### src/verilog/aps_pkg.sv
// constants and carrier types shared by the ata pin startup and gating block
package aps_pkg;

    // clock and startup delay
    localparam int CLK_PERIOD_NS   = 100;
    localparam int STARTUP_TIME_MS = 2;
    localparam int STARTUP_TIME_US = STARTUP_TIME_MS * 1000;
    // least time, so round up to whole cycles
    localparam int STARTUP_CYCLES  = (STARTUP_TIME_US * 1000 + CLK_PERIOD_NS - 1) / CLK_PERIOD_NS;

    // register offsets on the plain register port
    localparam logic [7:0] ADDR_CFG    = 8'h00;
    localparam logic [7:0] ADDR_STATUS = 8'h04;

    // configuration byte field positions and reset value
    localparam int         CFG_PRES_POL_BIT    = 0;
    localparam int         CFG_GATE_BYPASS_BIT = 4;
    localparam int         CFG_GPIO_MODE_BIT   = 7;
    localparam logic [7:0] CFG_RESET           = 8'h11;

    // status register field positions
    localparam int ST_GPIO_BIT    = 0;
    localparam int ST_PRESENT_BIT = 1;
    localparam int ST_GATE_OK_BIT = 2;
    localparam int ST_DONE_BIT    = 3;
    localparam int ST_STATE_LSB   = 4;

    // report byte field position
    localparam int REPORT_GPIO_BIT = 0;

    // ata control pins carried together, all active low or idle high
    typedef struct packed {
        logic ata_write_strobe_n;
        logic ata_read_strobe_n;
        logic ata_dma_ack_n;
        logic ata_addr_bit2;
        logic ata_addr_bit1;
        logic ata_addr_bit0;
        logic ata_select_cmd_block_n;
        logic ata_select_ctrl_block_n;
    } aps_pins_t;

    localparam logic [7:0] PINS_IDLE   = 8'hff;
    localparam logic [7:0] PINS_NONE   = 8'h00;
    localparam logic [7:0] STROBE_MASK = 8'he0;

    // gray coded along wait -> run -> gated
    typedef enum logic [1:0] {
        ST_WAIT  = 2'b00,
        ST_RUN   = 2'b01,
        ST_GATED = 2'b11
    } aps_state_t;

endpackage

### src/verilog/aps_pin_gate.sv
// ata control pin startup state, bus-detect gating and presence input handling
//
// Local design decisions: the address-and-strobe port and the placing of the registers.
`timescale 1ns/1ps
`default_nettype none

module aps_pin_gate #(
    parameter int STARTUP_CYCLES = aps_pkg::STARTUP_CYCLES
) (
    input  wire logic              clk,
    input  wire logic              nrst,
    input  wire logic [7:0]        reg_addr,
    input  wire logic [31:0]       reg_wdata,
    input  wire logic              reg_wr,
    input  wire logic              reg_rd,
    output var  logic [31:0]       reg_rdata,
    input  wire aps_pkg::aps_pins_t core_pins,
    output var  aps_pkg::aps_pins_t pin_o,
    output var  aps_pkg::aps_pins_t pin_oe,
    input  wire logic              bus_detect_gate_in,
    input  wire logic              drive_present_in,
    output var  logic              drive_present_out,
    output var  logic [7:0]        report_byte0,
    output var  logic              startup_done
);

    // state of the block, apart from the startup timer, in one record
    typedef struct packed {
        aps_pkg::aps_state_t st;
        logic [7:0]          cfg;
        logic [31:0]         rdata;
        aps_pkg::aps_pins_t  pin;
        aps_pkg::aps_pins_t  oe;
        logic                present;
        logic [7:0]          report;
    } aps_regs_t;

    aps_regs_t q;
    aps_regs_t d;
    logic      tmr_done;
    logic      gate_ok;
    logic      gpio_mode;

    // startup delay for address and select lines
    aps_startup_timer #(
        .CYCLES (STARTUP_CYCLES)
    ) u_timer (
        .clk    (clk),
        .nrst   (nrst),
        .done_q (tmr_done)
    );

    // pins may be active when bypass bit is set or bus power is seen
    assign gate_ok   = q.cfg[aps_pkg::CFG_GATE_BYPASS_BIT] | bus_detect_gate_in;
    assign gpio_mode = q.cfg[aps_pkg::CFG_GPIO_MODE_BIT];

    // next state, pin drive, presence and register port
    always_comb begin
        d       = q;
        d.rdata = '0;
        // state sequence; gated only once startup has ended
        case (q.st)
            aps_pkg::ST_WAIT: begin
                if (tmr_done) begin
                    d.st = gate_ok ? aps_pkg::ST_RUN : aps_pkg::ST_GATED;
                end
            end
            aps_pkg::ST_RUN: begin
                if (!gate_ok) begin
                    d.st = aps_pkg::ST_GATED;
                end
            end
            aps_pkg::ST_GATED: begin
                if (gate_ok) begin
                    d.st = aps_pkg::ST_RUN;
                end
            end
            default: begin
                d.st = aps_pkg::ST_WAIT;
            end
        endcase

        // pin values idle high unless the core owns the bus
        if (!gate_ok) begin
            // released so another controller can share the bus
            d.pin = aps_pkg::aps_pins_t'(aps_pkg::PINS_IDLE);
            d.oe  = aps_pkg::aps_pins_t'(aps_pkg::PINS_NONE);
        end else if (q.st == aps_pkg::ST_WAIT) begin
            // strobes held high at once, address and selects still off
            d.pin = aps_pkg::aps_pins_t'(aps_pkg::PINS_IDLE);
            d.oe  = aps_pkg::aps_pins_t'(aps_pkg::STROBE_MASK);
        end else begin
            // after the delay everything is driven from the core
            d.pin = core_pins;
            d.oe  = aps_pkg::aps_pins_t'(aps_pkg::PINS_IDLE);
        end

        // presence with selectable polarity, or a plain input
        if (gpio_mode) begin
            // presence function gone, so assume the drive is there
            d.present = 1'b1;
            d.report  = 8'h00;
            d.report[aps_pkg::REPORT_GPIO_BIT] = drive_present_in;
        end else begin
            d.present = drive_present_in ^ ~q.cfg[aps_pkg::CFG_PRES_POL_BIT];
            d.report  = 8'h00;
        end

        // register port; a write wins over nothing, reads answer next cycle
        if (reg_wr) begin
            if (reg_addr == aps_pkg::ADDR_CFG) begin
                d.cfg = reg_wdata[7:0];
            end
        end
        if (reg_rd) begin
            if (reg_addr == aps_pkg::ADDR_CFG) begin
                d.rdata = {24'h000000, q.cfg};
            end else if (reg_addr == aps_pkg::ADDR_STATUS) begin
                d.rdata[aps_pkg::ST_GPIO_BIT]    = gpio_mode;
                d.rdata[aps_pkg::ST_PRESENT_BIT] = q.present;
                d.rdata[aps_pkg::ST_GATE_OK_BIT] = gate_ok;
                d.rdata[aps_pkg::ST_DONE_BIT]    = tmr_done;
                d.rdata[aps_pkg::ST_STATE_LSB +: 2] = q.st;
            end else begin
                d.rdata = '0; // unmapped reads as zero
            end
        end
    end

    // register the record; strobes are driven high straight out of reset
    always_ff @(posedge clk or negedge nrst) begin
        if (!nrst) begin
            q.st      <= aps_pkg::ST_WAIT;
            q.cfg     <= aps_pkg::CFG_RESET;
            q.rdata   <= '0;
            q.pin     <= aps_pkg::aps_pins_t'(aps_pkg::PINS_IDLE);
            q.oe      <= aps_pkg::aps_pins_t'(aps_pkg::STROBE_MASK);
            q.present <= 1'b0;
            q.report  <= 8'h00;
        end else begin
            q <= d;
        end
    end

    // outputs straight from flip-flops
    assign pin_o             = q.pin;
    assign pin_oe            = q.oe;
    assign reg_rdata         = q.rdata;
    assign drive_present_out = q.present;
    assign report_byte0      = q.report;
    assign startup_done      = tmr_done;

    // strobes are driven high while waiting and not gated
    a_strobe_startup_high: assert property (
        @(posedge clk) disable iff (!nrst)
        ($past(q.st) == aps_pkg::ST_WAIT) && $past(gate_ok) |->
            (pin_oe[7:5] == 3'b111) && (pin_o[7:5] == 3'b111)
    ) else $error("strobes not driven high during startup");

    // address lines stay off until the delay has run
    a_addr_held_off: assert property (
        @(posedge clk) disable iff (!nrst)
        !tmr_done |-> (pin_oe[4:2] == 3'b000)
    ) else $error("address driven before startup delay");

    // address lines driven once running
    a_addr_driven_run: assert property (
        @(posedge clk) disable iff (!nrst)
        ($past(q.st) == aps_pkg::ST_RUN) && $past(gate_ok) |->
            (pin_oe[4:2] == 3'b111) && (pin_o[4:2] == $past(core_pins[4:2]))
    ) else $error("address not driven after startup");

    // selects off before the delay, driven from the core two cycles after it
    a_select_after_delay: assert property (
        @(posedge clk) disable iff (!nrst)
        $rose(tmr_done) && q.cfg[aps_pkg::CFG_GATE_BYPASS_BIT] ##1
            q.cfg[aps_pkg::CFG_GATE_BYPASS_BIT] |->
            ##1 (pin_oe[1:0] == 2'b11)
    ) else $error("chip selects not driven after startup");

    // losing bus detect with bypass clear releases every pin
    a_gate_release: assert property (
        @(posedge clk) disable iff (!nrst)
        !q.cfg[aps_pkg::CFG_GATE_BYPASS_BIT] && !bus_detect_gate_in |->
            ##1 (pin_oe == aps_pkg::aps_pins_t'(aps_pkg::PINS_NONE))
    ) else $error("pins active while bus detect gates them");

    // gated pins float high impedance for bus sharing
    a_gated_hiz: assert property (
        @(posedge clk) disable iff (!nrst)
        (q.st == aps_pkg::ST_GATED) && !gate_ok |->
            ##1 (pin_oe == aps_pkg::aps_pins_t'(aps_pkg::PINS_NONE))
    ) else $error("gated pins not released");

    // polarity bit clear inverts the presence pin
    a_presence_pol: assert property (
        @(posedge clk) disable iff (!nrst)
        !gpio_mode && !q.cfg[aps_pkg::CFG_PRES_POL_BIT] |->
            ##1 (drive_present_out == !$past(drive_present_in))
    ) else $error("presence polarity wrong");

    // default active high presence follows the pin
    a_presence_default: assert property (
        @(posedge clk) disable iff (!nrst)
        !gpio_mode && q.cfg[aps_pkg::CFG_PRES_POL_BIT] |->
            ##1 (drive_present_out == $past(drive_present_in))
    ) else $error("presence does not follow pin");

    // general input mode reports the pin and drops presence function
    a_gpio_report: assert property (
        @(posedge clk) disable iff (!nrst)
        gpio_mode |->
            ##1 ((report_byte0[0] == $past(drive_present_in)) && drive_present_out &&
                (report_byte0[7:1] == 7'h00))
    ) else $error("general input not reported");

    // strobes never float while the pins are owned by this side
    a_strobe_never_float: assert property (
        @(posedge clk) disable iff (!nrst)
        gate_ok |-> ##1 (pin_oe[7:5] == 3'b111)
    ) else $error("strobes released while pins are owned");

    // leaving the wait state needs the startup delay to have run
    a_run_after_done: assert property (
        @(posedge clk) disable iff (!nrst)
        (q.st != aps_pkg::ST_WAIT) |-> tmr_done
    ) else $error("left startup wait before the delay ended");

    // the delay, once over, holds until the next reset
    a_done_holds: assert property (
        @(posedge clk) disable iff (!nrst)
        tmr_done |-> ##1 tmr_done
    ) else $error("startup delay restarted without reset");

    // selects stay released while the delay runs
    a_select_held_off: assert property (
        @(posedge clk) disable iff (!nrst)
        !tmr_done |-> (pin_oe[1:0] == 2'b00)
    ) else $error("chip selects driven before startup delay");

    // every released pin idles high behind its enable, so no glitch on re-enable
    for (genvar i = 0; i < 8; i++) begin : g_pin_chk
        a_pin_idle_high: assert property (
            @(posedge clk) disable iff (!nrst)
            !pin_oe[i] |-> pin_o[i]
        ) else $error("released pin not idling high");
    end

    // gated pins hold the idle level whatever the core asks
    a_gated_idle_high: assert property (
        @(posedge clk) disable iff (!nrst)
        !gate_ok |-> ##1 (pin_o == aps_pkg::aps_pins_t'(aps_pkg::PINS_IDLE))
    ) else $error("gated pins not idling high");

    // a running block drops to gated as soon as the gate closes
    a_run_to_gated: assert property (
        @(posedge clk) disable iff (!nrst)
        (q.st == aps_pkg::ST_RUN) && !gate_ok |-> ##1 (q.st == aps_pkg::ST_GATED)
    ) else $error("gate closed but state kept running");

    // the gated state reopens as soon as bus power returns
    a_gated_to_run: assert property (
        @(posedge clk) disable iff (!nrst)
        (q.st == aps_pkg::ST_GATED) && gate_ok |-> ##1 (q.st == aps_pkg::ST_RUN)
    ) else $error("gate open but state kept gated");

    // report byte stays clear while the pin means presence
    a_report_clear: assert property (
        @(posedge clk) disable iff (!nrst)
        !gpio_mode |-> ##1 (report_byte0 == 8'h00)
    ) else $error("report byte set outside general input mode");

    // read data stands for one cycle only, zero otherwise
    a_rdata_one_cycle: assert property (
        @(posedge clk) disable iff (!nrst)
        !reg_rd |-> ##1 (reg_rdata == 32'h00000000)
    ) else $error("read data outside its cycle");

    // a configuration write lands at the strobe edge
    a_cfg_write_lands: assert property (
        @(posedge clk) disable iff (!nrst)
        reg_wr && (reg_addr == aps_pkg::ADDR_CFG) |->
            ##1 (q.cfg == $past(reg_wdata[7:0]))
    ) else $error("configuration write lost");

    // status and unmapped writes leave the configuration alone
    a_cfg_write_only: assert property (
        @(posedge clk) disable iff (!nrst)
        !(reg_wr && (reg_addr == aps_pkg::ADDR_CFG)) |->
            ##1 (q.cfg == $past(q.cfg))
    ) else $error("configuration changed without a write");

    // status read carries state and gate level, upper bits clear
    a_status_read: assert property (
        @(posedge clk) disable iff (!nrst)
        reg_rd && (reg_addr == aps_pkg::ADDR_STATUS) |->
            ##1 ((reg_rdata[aps_pkg::ST_STATE_LSB +: 2] == $past(q.st)) &&
                (reg_rdata[aps_pkg::ST_GATE_OK_BIT] == $past(gate_ok)) &&
                ((reg_rdata >> (aps_pkg::ST_STATE_LSB + 2)) == 32'h00000000))
    ) else $error("status read does not match state");

endmodule // aps_pin_gate
`default_nettype wire

### src/verilog/aps_startup_timer.sv
// startup delay counter, raises a done level after a fixed cycle count
`timescale 1ns/1ps
`default_nettype none

module aps_startup_timer #(
    parameter int CYCLES = 20000
) (
    input  wire logic clk,
    input  wire logic nrst,
    output var  logic done_q
);

    localparam int W = $clog2(CYCLES + 1);
    localparam logic [W-1:0] LAST = W'(CYCLES - 1);

    logic [W-1:0] cnt_q;

    // counts once after reset, then holds done until the next reset
    always_ff @(posedge clk or negedge nrst) begin
        if (!nrst) begin
            cnt_q  <= '0;
            done_q <= 1'b0;
        end else if (!done_q) begin
            if (cnt_q == LAST) begin
                done_q <= 1'b1;
            end else begin
                cnt_q <= cnt_q + W'(1);
            end
        end
    end

endmodule // aps_startup_timer
`default_nettype wire

### config.mk
export PLATFORM = sky130hd
export DESIGN_NAME = aps_pin_gate
export DESIGN_NICKNAME = d
export VERILOG_FILES = /design/src/verilog/aps_pkg.sv /design/src/verilog/aps_pin_gate.sv /design/src/verilog/aps_startup_timer.sv
export SDC_FILE = /design/constraint.sdc
export NUM_CORES = 1
export LEC_CHECK = 0
export BUFFER_PORTS_ARGS = -buffer_cell sky130_fd_sc_hd__buf_4
export CAP_MARGIN = 15
export CORE_AREA = 4 4 75 77
export CTS_CLUSTER_SIZE = 10
export DETAILED_ROUTE_END_ITERATION = 10
export DIE_AREA = 0 0 79 81
export GPL_TIMING_DRIVEN = 1
export HOLD_SLACK_MARGIN = 0.1
export PLACE_DENSITY = 0.79
export SYNTH_ARGS = -nofsm -noshare
export SYNTH_HDL_FRONTEND = slang
export SYNTH_SLANG_ARGS = --single-unit
### constraint.sdc
create_clock -name clk -period 2.1 [get_ports clk]
set_input_delay 0.105 -clock clk [delete_from_list [all_inputs] [get_ports clk]]
set_output_delay 0.105 -clock clk [all_outputs]
set_load 0.1 [all_outputs]
=== Word level (Yosys, flattened, before mapping) ===
Index checks and enable logic that the tools add are counted.

* Register bits: 83
* Bits of input ports: 54
* Output and inout port bits: 58
* Logic and storage cells: 54

* Add/subtract/negate cells: 1
* Equal/unequal tests: 7
* Muxes and demuxes: 13
* Bitwise gates (word level): 5
* Reduce and logical (&&, ||, !) cells: 5

{| class="wikitable"
|+ Operators with widths
! cell !! count
|-
| $mux W16 || 2
|-
| $mux W8 || 2
|-
| $add A15 B1 Y15 const B || 1
|-
| $eq A15 B15 Y1 const B || 1
|-
| $mux W9 || 1
|-
| $eq A8 B3 Y1 const B || 1
|-
| $logic_not A8 Y1 || 1
|-
| $mux W2 || 4
|-
| $mux W6 || 1
|-
| $pmux W2 S3 || 1
|-
| $ne A2 B2 Y1 const B || 2
|-
| $reduce_and A2 Y1 || 2
|-
| $not A1 Y1 || 3
|-
| $reduce_and A3 Y1 || 1
|-
| $eq A2 B1 Y1 const B || 1
|-
| $eq A2 B2 Y1 const B || 1
|-
| $logic_not A2 Y1 || 1
|-
| $mux W1 || 2
|-
| $ne A2 B1 Y1 const B || 1
|-
| $or A1 B1 Y1 || 1
|-
| $xor A1 B1 Y1 || 1
|}

=== Depth between registers and ports, before layout ===
* Word-level depth: 4
* Depth in mapped cells: 5
* Depth with buffers taken out: 5

=== Modules after synthesis ===
Synthesis repeated with hierarchy kept, for this count alone.

* Cell total of the unflattened synthesis: 194
* Area total of the unflattened synthesis: 2346.0 um^2

{| class="wikitable"
|+ Modules (own cells, without submodules)
! module !! instances !! cells an instance !! area an instance (um^2) !! sequential area each (um^2)
|-
| aps_pin_gate || 1 || 132 || 1549.0 || 764.5
|-
| aps_startup_timer || 1 || 62 || 797.0 || 400.4
|}

=== Least setup slack after synthesis ===
No wires, ideal clock.

* Kind: reg2reg
* Start point: reg u_timer.done_q
* End point: reg u_timer.cnt_q[12]
* Setup time: 0.123 ns
* Arrival: 1.728 ns
* Data required time: 1.977 ns
* Slack: 0.250 ns
* Cell stages (with the launch flop): 5
* Buffers on the path: 0
* Clock period less this slack: 1.850 ns
* Path through: dfrtp_1 -> inv_1 -> and3_1 -> and3_1 -> xor2_1

* Word-level cells in the longest chain between the ends: 2

{| class="wikitable"
|+ RTL lines
! item !! RTL line !! text
|-
| start, declared || aps_startup_timer.sv:10 || <nowiki>output var logic done_q</nowiki>
|-
| start signal, assigned || aps_startup_timer.sv:22 || <nowiki>done_q <= 1'b0;</nowiki>
|-
| start signal, assigned || aps_startup_timer.sv:25 || <nowiki>done_q <= 1'b1;</nowiki>
|-
| $not A1 Y1 (no line) || - ||
|-
| $reduce_and A2 Y1 (no line) || - ||
|-
| end signal, assigned || aps_startup_timer.sv:27 || <nowiki>cnt_q <= cnt_q + W'(1);</nowiki>
|-
| end, declared || aps_startup_timer.sv:16 || <nowiki>logic [W-1:0] cnt_q;</nowiki>
|}

No other way between the ends.
A chain may end at the register's enable or synchronous reset.

=== Final worst setup path ===
* Start point: reg u_timer.cnt_q[0]
* End point: reg u_timer.cnt_q[1]

* Word-level cells in the longest chain between the ends: 3
* Elaborated cells on any way between the ends: 4
* Those cells by class: 1 x add/sub; 1 x eq/ne; 1 x bitwise; 1 x reduce/logical

{| class="wikitable"
|+ RTL lines
! item
|-
| branches (longest 3 deep; another with $add A15 B1 Y15)
|}

Several ways; the timed one is not identified.

==> results.yml <==
clock_network:
  cts_root_buf: "clkbuf_8"
  htreeDepth: 2
  clk_path_buf_depth: 2
  postCtsSetupBuffers: 0
  numCtsBuffers: 5
  clk_latency_ps: 290
  tritoncts: "built"
  cts_resized: 0
  cts_sinks: 46
  hold_buffers: 20
  cts.clk_slew.worst_paths_ps: 80
timing:
  totalNegativeSetupSlack_ps: 0
  worstMarginPinSlew_ps: 830
  hold_viol: 0
  whs_ps: 226
  relSlewSlack_pct: 44.1
  finalMaxSlewViolations: 0
  fmax_ghz: 0.572
  finalCritPeriodShare_pct: 83.2
  clock_skew_ps: 5.33
  final.min_clock_period_ps: 1750
  setup_viol: 0
  grt_setup_unrepaired: "no"
routing:
  routedWlPerCell_um: 12.6
  antenna_left: 0
  vias_per_cell: 4.31
  drcViolationCount: 0
  routed_wl_um: 4040
  drt_pass1_iterations: 4
  num_vias: 1389
  drt_iter0_drc: 66
critical_path:
  cp-startpoint: "u_timer.cnt_q[0]"
  cp-end-kind: "register"
  critPathArrivalTime_ps: 1930
  cp_data_required_time_ps: 2280
  crit_path_max_fanout: 4
  crit_path_start_kind: "register"
  timing.rr.start: "u_timer.cnt_q[0]"
  crit_type: "register to register"
placement:
  gp_congestion: 0.774
  io_buffers: 56
  hpwl_um: 2900
logic_synthesis:
  synth_area_per_cell_um2: 11.7
  async_reset_ff_share_pct: 100
  synth_edf_count: 0
  synth_seq_cells: 46
  synth_area_um2: 2240
  yosysWarnings: 0
  yosysSeqAreaShare_pct: 52.0
  synth_ff_type: "dfrtp_1"
  synth_cells: 191
  post_synth_num_cell_types: 33
die:
  die_h_um: 81
  die_area_um2: 6400
  fp-row-count: 26
  fp.dieW_um: 79
  start_util_pct: 44.7
  core_area_um2: 5010
  ios: 112
pwr:
  powerDensity_nw_per_um2: 746
  p_leak_nw: 1.44
  peakVddDrop_v: 0.000358
final_layout:
  drive_gt1_share_pct: 40.1
  num-nets-final: 306
  areaGrowthSynthToFinish_pct: 25.2
  diodes: 0
global_routing:
  grt_pass1_wl_um: 6200
  first_global_vias: 1296
  grt_max_degree: 47
  grt_usage_pct: 12.6
  antenna_found_initial: 0
  grt.overflow.total: 0
min_path:
  min_from: "reg_wr"
  hp-class: "input port to register"
flow_run:
  cap_violations: 0
outcome:
  status: "completed"
per-stage QoR:
step	setup slack [ps]	power [mW]	utilization, %	instances	instance area (um2)
after CTS	355	2.11	56.0	322	2810
final	353	2.09	56.0	322	2810
after global routing	244	2.16	56.0	322	2810
after global placement	418	1.29	49.2	294	2460
after floorplan	250	1.27	-	221	2350
after detailed placement	368	1.29	49.2	294	2460
cells in the mapped netlist (2+ instances only):
cell type / count / share of area [%]
nand3_1: 2 / 0.45
mux2_2: 9 / 4.5
nor4bb_1: 2 / 0.89
nor2b_1: 6 / 1.7
dfstp_2: 11 / 13
and3_1: 9 / 2.5
dfrtp_1: 35 / 39
and2_1: 2 / 0.56
nor3b_1: 2 / 0.67
buf_4: 56 / 19
nand4_1: 3 / 0.84
xor2_1: 9 / 3.5
inv_1: 4 / 0.67
nand2_1: 5 / 0.84
or2_2: 9 / 2.5
xnor2_1: 5 / 2.0
and3_2: 2 / 0.67
a22oi_1: 5 / 1.7
cells by family (layout without fill, tap and decap cells):
kind of cell	Yosys count	count (layout)	synth area share (%)
multiplexers	9	9	4.52
adder cells (fa/ha/maj)	1	1	0.558
flip-flops	46	46	52.0
buffers and inverters	60	91	19.4
AND/OR/NAND/NOR	50	50	14.8
AO/OA/AOI/OAI	10	10	3.07
XOR/XNOR	14	14	5.47
other	1	31	0.167
worst max-delay path, cell delays in order (launching register included):
cell	delay, ps
dfrtp_1	430
ha_1	240
and4_1	220
nand4_1	140
and2_1	250
mux2_2	350
metal layers:
layer | vias to the layer above | GRT usage (%) | part of all wire (%)
met1 | 672 | 15.7 | 41
met3 | 5 | 2.99 | 6.1
li1 | 663 | - | -
met2 | 49 | 21.9 | 52
met5 | - | 0 | 0
met4 | 0 | 3.61 | 1.2
layout by cell type, fill, tap and decap left out, drive strengths merged, types with 2 or more instances in the layout:
cell type,instances
nor2b,6
dlygate4sd3,20
and3,11
dfrtp,35
nor3b,2
mux2,9
nand4,3
conb,31
buf,59
a22oi,5
nand2,6
clkbuf,6
bufinv,2
nor3,2
or2,9
xnor2,5
nand3,2
and2,2
xor2,9
dfstp,11
inv,4
nor4bb,2
registers in the layout, indices dropped and copies added, names as in the netlist:
name,count
u_timer.cnt_q,15
q,9
pin_o,8
reg_rdata,8
pin_oe,2
drive_present_out,1
gpio_mode,1
report_byte0,1
u_timer.done_q,1
worst paths after layout:
kind,slack [ps],end,cells after the start
worst max-delay path,350,u_timer.cnt_q[1],5
worst min-delay path,230,q[62],3
worst max register to register,350,u_timer.cnt_q[1],5
worst min register to register,470,u_timer.cnt_q[14],1
max in group asynchronous,1380,pin_o[3],2
min in group asynchronous,330,drive_present_out,2
report_power, final:
group	internal (mW)	total, mW	leakage (nW)	switching (mW)
Combinational	0.0763	0.401	0.781	0.324
Sequential	0.899	0.907	0.586	0.00821
Clock	0.507	0.786	0.0714	0.279
cell type report:
cell class | instances | area [um2]
Timing Repair Buffer | 79 | 643
Tap cell | 70 | 87.6
Clock buffer | 6 | 82.6
Multi-Input combinational cell | 115 | 753
Inverter | 4 | 15.0
Clock inverter | 2 | 60.1
Sequential cell | 46 | 1160
Fill cell | 400 | 2200
Power figures use the tool's default switching activity.
